===== src/hw/tsf_pkg.sv =====
// Constants for the timer status flag block
package tsf_pkg;
   // Register map, byte addresses on the 12-bit register port
   localparam logic [11:0] TSF_ADDR_STATUS = 12'hF23;
   localparam logic [11:0] TSF_ADDR_CLEAR  = 12'hF2C;
   localparam logic [11:0] TSF_ADDR_ENABLE = 12'hF2D;
   localparam logic [11:0] TSF_ADDR_CTRL   = 12'hF2E;

   // Status and control field positions
   localparam int TSF_BIT_CH0_EVT  = 0;
   localparam int TSF_BIT_CH1_EVT  = 1;
   localparam int TSF_BIT_RELOAD   = 3;
   localparam int TSF_BIT_CH0_OVR  = 4;
   localparam int TSF_BIT_CH1_OVR  = 5;
   localparam int TSF_BIT_NOISE    = 7;
   localparam int TSF_BIT_NF_EN    = 7;
   localparam int TSF_OVR_OFFSET   = 4;
   localparam int TSF_CHANNELS     = 2;

   localparam logic [7:0] TSF_STATUS_RESET = 8'h00;
   localparam logic [7:0] TSF_VALID_MASK   = 8'hBB;
   localparam logic [7:0] TSF_CTRL_MASK    = 8'h80;
   localparam logic [7:0] TSF_ZERO_BYTE    = 8'h00;

   // Noise filter window: odd so the majority vote never ties
   localparam int TSF_NF_SAMPLES = 5;
   localparam int TSF_NF_CNT_W   = 3;
endpackage


===== src/hw/tsf_nf_if.sv =====
// Link between the status block and its noise detector
`timescale 1ns/10ps
interface tsf_nf_if;
   logic pin_level;
   logic centre;
   logic filtered;
   logic noise;
   modport top (output pin_level, output centre, input filtered, input noise);
   modport det (input pin_level, input centre, output filtered, output noise);
endinterface


===== src/hw/tsf_noise_det.sv =====
// Majority-vote sampler that reports noise at the bit centre
`timescale 1ns/10ps
module tsf_noise_det
   import tsf_pkg::*;
(
   // Clock and reset
   input wire logic clk,
   input wire logic rst_n,
   // Filter side
   tsf_nf_if.det    nf
);
   logic [TSF_NF_SAMPLES-1:0] win_r;
   logic [TSF_NF_CNT_W-1:0]   ones;
   logic                      avg;
   logic                      filtered_r;
   logic                      noise_r;

   always_comb begin
      ones = '0;
      for (int i = 0; i < TSF_NF_SAMPLES; i++) begin
         ones = ones + TSF_NF_CNT_W'(win_r[i]);
      end
      avg = (ones > TSF_NF_CNT_W'(TSF_NF_SAMPLES / 2));
   end

   always_ff @(posedge clk or negedge rst_n) begin
      if (!rst_n) begin
         win_r <= '0;
      end else begin
         win_r <= {win_r[TSF_NF_SAMPLES-2:0], nf.pin_level};
      end
   end

   // Filtered value passes on at each bit centre, noise or not
   always_ff @(posedge clk or negedge rst_n) begin
      if (!rst_n) begin
         filtered_r <= 1'b0;
      end else if (nf.centre) begin
         filtered_r <= avg;
      end
   end

   always_ff @(posedge clk or negedge rst_n) begin
      if (!rst_n) begin
         noise_r <= 1'b0;
      end else begin
         noise_r <= nf.centre && (win_r != {TSF_NF_SAMPLES{avg}});
      end
   end

   assign nf.filtered = filtered_r;
   assign nf.noise    = noise_r;
endmodule


===== src/hw/tsf_status.sv =====
// Timer event status flags with register port and interrupt
`timescale 1ns/10ps
module tsf_status
   import tsf_pkg::*;
(
   // Clock and reset
   input  wire logic        clk,
   input  wire logic        resetn,
   // Register port
   input  wire logic [11:0] addr,
   input  wire logic [7:0]  wdata,
   input  wire logic        wr,
   input  wire logic        rd,
   output logic [7:0]       rdata,
   // Timer events, timer clock domain
   input  wire logic [1:0]  chan_event,
   input  wire logic        reload_event,
   input  wire logic        bit_centre,
   // Timer input pin
   input  wire logic        timer_input_pin,
   // Outputs to the timer
   output logic             filtered_input,
   output logic             irq
);
   logic                    rst_n_m_r;
   logic                    rst_n_r;
   logic [2:0]              pin_sync_r;
   logic                    pin_stable_r;
   logic [7:0]              stat_r;
   logic [7:0]              stat_nxt;
   logic [7:0]              enable_r;
   logic                    nf_en_r;
   logic [7:0]              rdata_r;
   logic                    irq_r;
   logic                    filtered_r;
   logic [7:0]              clr;
   logic                    noise_set;
   logic [TSF_CHANNELS-1:0] stat_nxt_ch;
   logic [TSF_CHANNELS-1:0] ovr_nxt_ch;

   tsf_nf_if nf_link ();

   // Reset release through two flops
   always_ff @(posedge clk or negedge resetn) begin
      if (!resetn) begin
         rst_n_m_r <= 1'b0;
         rst_n_r   <= 1'b0;
      end else begin
         rst_n_m_r <= 1'b1;
         rst_n_r   <= rst_n_m_r;
      end
   end

   // Pin sync; a level counts once stages two and three agree
   always_ff @(posedge clk or negedge rst_n_r) begin
      if (!rst_n_r) begin
         pin_sync_r   <= '0;
         pin_stable_r <= 1'b0;
      end else begin
         pin_sync_r <= {pin_sync_r[1:0], timer_input_pin};
         if (pin_sync_r[1] == pin_sync_r[2]) begin
            pin_stable_r <= pin_sync_r[2];
         end
      end
   end

   assign nf_link.pin_level = pin_stable_r;
   assign nf_link.centre    = bit_centre;

   tsf_noise_det u_noise_det (
      .clk   (clk),
      .rst_n (rst_n_r),
      .nf    (nf_link.det)
   );

   // Both the status address and the clear alias take write-one-to-clear
   always_comb begin
      clr = TSF_ZERO_BYTE;
      if (wr && (addr == TSF_ADDR_STATUS || addr == TSF_ADDR_CLEAR)) begin
         clr = wdata & TSF_VALID_MASK;
      end
   end

   assign noise_set = nf_link.noise && nf_en_r;

   // Flag next state; a set in the clear cycle wins
   always_comb begin
      stat_nxt = stat_r & TSF_VALID_MASK;
      stat_nxt[TSF_BIT_RELOAD] = reload_event
                                 || (stat_r[TSF_BIT_RELOAD] && !clr[TSF_BIT_RELOAD]);
      stat_nxt[TSF_BIT_NOISE]  = noise_set
                                 || (stat_r[TSF_BIT_NOISE] && !clr[TSF_BIT_NOISE]);
      for (int ch = 0; ch < TSF_CHANNELS; ch++) begin
         stat_nxt[TSF_BIT_CH0_EVT + ch] = stat_nxt_ch[ch];
         stat_nxt[TSF_OVR_OFFSET + ch]  = ovr_nxt_ch[ch];
      end
   end

   generate
      for (genvar ch = 0; ch < TSF_CHANNELS; ch++) begin : g_chan
         logic evt_set;
         logic ovr_set;
         // Event sets the flag with no interrupt-enable gating
         assign evt_set = chan_event[ch];
         // Overrun only if the old event was not being cleared now
         assign ovr_set = chan_event[ch] && stat_r[ch] && !clr[ch];
         assign stat_nxt_ch[ch] = evt_set || (stat_r[ch] && !clr[ch]);
         assign ovr_nxt_ch[ch]  = ovr_set || (stat_r[ch + TSF_OVR_OFFSET] && !clr[ch]);

      end
   endgenerate

   // Reserved bits never store
   always_ff @(posedge clk or negedge rst_n_r) begin
      if (!rst_n_r) begin
         stat_r <= TSF_STATUS_RESET;
      end else begin
         stat_r <= stat_nxt & TSF_VALID_MASK;
      end
   end

   always_ff @(posedge clk or negedge rst_n_r) begin
      if (!rst_n_r) begin
         enable_r <= TSF_ZERO_BYTE;
      end else if (wr && addr == TSF_ADDR_ENABLE) begin
         enable_r <= wdata & TSF_VALID_MASK;
      end
   end

   always_ff @(posedge clk or negedge rst_n_r) begin
      if (!rst_n_r) begin
         nf_en_r <= 1'b0;
      end else if (wr && addr == TSF_ADDR_CTRL) begin
         nf_en_r <= wdata[TSF_BIT_NF_EN];
      end
   end

   // Read data stand only in the cycle after the strobe
   always_ff @(posedge clk or negedge rst_n_r) begin
      if (!rst_n_r) begin
         rdata_r <= TSF_ZERO_BYTE;
      end else if (rd) begin
         case (addr)
            TSF_ADDR_STATUS: rdata_r <= stat_r & TSF_VALID_MASK;
            TSF_ADDR_ENABLE: rdata_r <= enable_r;
            TSF_ADDR_CTRL:   rdata_r <= nf_en_r ? TSF_CTRL_MASK : TSF_ZERO_BYTE;
            default:         rdata_r <= TSF_ZERO_BYTE;
         endcase
      end else begin
         rdata_r <= TSF_ZERO_BYTE;
      end
   end

   always_ff @(posedge clk or negedge rst_n_r) begin
      if (!rst_n_r) begin
         irq_r <= 1'b0;
      end else begin
         irq_r <= |(stat_r & enable_r);
      end
   end

   always_ff @(posedge clk or negedge rst_n_r) begin
      if (!rst_n_r) begin
         filtered_r <= 1'b0;
      end else begin
         filtered_r <= nf_link.filtered;
      end
   end

   assign rdata          = rdata_r;
   assign irq            = irq_r;
   assign filtered_input = filtered_r;
endmodule


===== config.mk =====
export PLATFORM = sky130hd
export DESIGN_NAME = tsf_status
export DESIGN_NICKNAME = d
export VERILOG_FILES = /design/src/hw/tsf_pkg.sv /design/src/hw/tsf_nf_if.sv /design/src/hw/tsf_noise_det.sv /design/src/hw/tsf_status.sv
export SDC_FILE = /design/constraint.sdc
export NUM_CORES = 1
export LEC_CHECK = 0
export ABC_CLOCK_PERIOD_IN_PS = 2400
export BUFFER_PORTS_ARGS = -buffer_cell sky130_fd_sc_hd__buf_4
export CORE_ASPECT_RATIO = 1.2
export CORE_MARGIN = 2
export CORE_UTILIZATION = 43
export CTS_BUF_LIST = sky130_fd_sc_hd__clkbuf_4 sky130_fd_sc_hd__clkbuf_8
export DETAILED_ROUTE_END_ITERATION = 8
export GPL_ROUTABILITY_DRIVEN = 1
export HOLD_SLACK_MARGIN = 0.06
export PLACE_DENSITY = 0.65
export SYNTH_ARGS = -nofsm -noshare
export SYNTH_HDL_FRONTEND = slang
export SYNTH_HIERARCHICAL = 1
export SYNTH_SLANG_ARGS = --single-unit

===== constraint.sdc =====
create_clock -name clk -period 2.4 [get_ports clk]
set_input_delay 0.12 -clock clk [delete_from_list [all_inputs] [get_ports clk]]
set_output_delay 0.12 -clock clk [all_outputs]
set_load 0.02 [all_outputs]

==> metrics <==
Period Utilization, post-route 1.03; cts bufs inserted 5; combinational family with the most area after synthesis simple AND/OR/NAND/NOR gates; Setup Crit Path Kind flip-flop to flip-flop; layout cell share with drive strength beyond 1 0.401; Power, Total 1.45 mW; Sequential Power Share 0.429; Max Freq 404 MHz; Syn. warnings 6; largest driver fanout on the critical path 2; initial antenna violation count 0; die area 4020 um2; mux contribution to synthesized area 0.0594; I/O Buffers 34; status finished with violations; slowest stage delay, CP 0.51 ns; Unique masters post-synth 32; DRT Pass-1 Iters 4; std cell rows 23; dominant cell type by area after synthesis dfrtp_1; Starting Density 0.450; Cell Chain, Critical Path inv_2 -> fa_1 -> fa_2 -> ha_4 -> and3b_1 -> or4_4 -> o311a_1; Remaining DRCs 0; Final Hold Vio Count 0; vias per std cell 5.47; largest net degree at the start of global routing 33; WL/cell 15.5 um; P_leak 0.947 nW; GRT overflow 0; CTS tree built; worst hold path class input port to flip-flop; MaxCap Viol Count 0; #FFs+latches synth 34; VDD IR-drop max 541 uV; Die Y 69.1 um; Psw 322 uW; WP data required 2.56 ns; number of global-route vias before repair 1199; Ports 39; top post-synthesis cells by area dfrtp_1 56%, mux2_2 5.9%, nand4_1 5.4%; Ant. Diodes 0; nets 204; startpoint types flip-flop; fin. max-slew vios 0; setup slack after layout -0.0734 ns; adder-cell area share of the yosys netlist 0.0495; Die X 58.2 um; core region area 3370 um2; Detailed Route WL 3240 um; violated checks negative setup slack; worst path arrival time 2.64 ns; CP Capture Type flip-flop; synth-to-layout area growth 36.2%; CTS Root Buffer Type clkbuf_8; htree depth 2; Post-Synth Simple-Gate Area 0.168; power share of the combinational group 0.145; RSZ-0062 raised after global routing yes; Mean Syn Cell Area 12.5 um2; sequential area share after synthesis 0.561; Reg clk slew, reported paths 0.07 ns; routability congestion estimate 0.768; Synth Area in Compound Gates 0.101; final setup violation count 1; # fillers 289; Int Power 1.13 mW; EDFF count, synth 0; via count 1144; placed cell count 191; Clock power frac 0.427; Layout Skew 0.00680 ns; max_slew headroom 0.512; Util after Layout 0.614; Gate Count Post-Synth 121; xor and xnor area share after synthesis 0; CP max stage cell or4_4; Sink Count 34; Post-synth ARST share 1.00; GRT Resource Usage Total 0.184; Main synth FF type dfrtp_1; DR iter-0 viols 32; worst slew pin tran 0.729 ns; min Tclk post-route 2.47 ns; Sw Ratio 0.222; first-pass GRT wire length 5580 um; Synth top area share 0.561; clk_lat worst skew 0.28 ns; pwr/cell area 703 nW/um2; maximum clock path buffer count 2; non-filler cells, final 209; Cell Area, Synth 1520 um2; DRT antenna net count 0; detailed placer's ending HPWL 2470 um
worst max-delay path, delay by kind of cell, from the launching register on:
family	cells	cell delay, ns
fa+ha+maj	3	1.11
simple gates	2	0.69
flops	1	0.37
compound gates	1	0.12
buf+inv	1	0.05
through the flow:
stage,worst slack [ns],TNS (ns),instance area (um2),hold slack [ns]
3_3_place_gp,-0.00745,-0.00745,1820,-0.0976
2_1_floorplan,0.00167,0,1520,-0.176
3_5_place_dp,-0.105,-0.105,1820,-0.0962
6_report,-0.0734,-0.0734,2070,0.101
5_1_grt,-0.125,-0.125,2070,0.0929
4_1_cts,-0.0961,-0.0961,2060,0.0889
repair_timing:
item,in CTS,in global routing
setup buffers,2,0
hold endpoints to repair,10,0
pin swaps,5,1
setup endpoints to repair,1,2
hold buffers,8,0
gates resized for setup,2,3
cells in the final DEF (no fill, tap or decap), types with 4 or more instances in the layout:
| master | instances |
|---|---|
| dlygate4sd3_1 | 8 |
| buf_4 | 41 |
| inv_1 | 6 |
| nor2_1 | 5 |
| dfrtp_1 | 34 |
| a211oi_1 | 6 |
| nand4_1 | 13 |
| mux2_2 | 8 |
| a41oi_1 | 4 |
| clkbuf_8 | 5 |
routing by layer:
metal	GRT usage	part of all wire	up-vias
met5	0	0	-
met4	0.0775	0.0086	0
met2	0.326	0.56	34
li1	-	-	545
met3	0.0413	0.043	4
met1	0.206	0.39	561
flip-flops by register name (all words and copies together) (netlist names):
name and flops:
filtered_input 1, nf_link.pin_level 1, rst_n_m_r 1, u_noise_det/nf.filtered 1, u_noise_det/nf.noise 1, nf_en_r 1, stat_r 6, u_noise_det/win_r 5
rst_n_r 1, rdata 6, irq 1, enable_r 6, pin_sync_r 3
power groups by stage:
stage,clock network [mW],registers [mW],logic [mW]
after floorplan,0,0.648,0.0724
after global placement,0,0.632,0.164
after detailed placement,0,0.633,0.176
after CTS,0.638,0.623,0.207
after global routing,0.656,0.627,0.230
final,0.620,0.622,0.210
logic make-up (layout without fill, tap and decap cells):
logic type	count (synthesis)	after routing
other cells	2	3
simple gates	34	34
flops	34	34
compound gates	21	21
buf+inv	17	67
fa+ha+maj	5	5
mux	8	8
worst paths after layout:
check	startpoint	to	slack (ns)	depth (start not counted)
worst max-delay path	u_noise_det/win_r[3]	u_noise_det/nf.noise	-0.07	7
worst min-delay path	bit_centre	u_noise_det/nf.filtered	0.10	2
worst max register to register	u_noise_det/win_r[3]	u_noise_det/nf.noise	-0.07	7
worst min register to register	rst_n_r	pin_sync_r[0]	0.25	1
max in group asynchronous	rst_n_r	u_noise_det/nf.filtered	1.85	1
min in group asynchronous	resetn	rst_n_m_r	0.15	2
Yosys cell counts, types with 3 or more instances:
cell type,instances
nor2_1,5
nand4_1,13
a22oi_1,3
inv_1,9
dfrtp_1,34
and4b_1,3
buf_2,4
a21oi_1,3
mux2_2,8
a211oi_1,6
a41oi_1,4
final cells by class:
| type | instances | area, um2 | share of cell area |
|---|---|---|---|
| flip-flops and latches | 34 | 851 | 0.412 |
| well taps | 37 | 46.3 | 0.0224 |
| clock buffers | 5 | 68.8 | 0.0333 |
| repair buffers | 49 | 388 | 0.188 |
| multi-input cells | 71 | 604 | 0.293 |
| clock inverters | 3 | 68.8 | 0.0333 |
| inverters | 10 | 38.8 | 0.0188 |
Note: power is estimated with default switching activity, not from simulation.
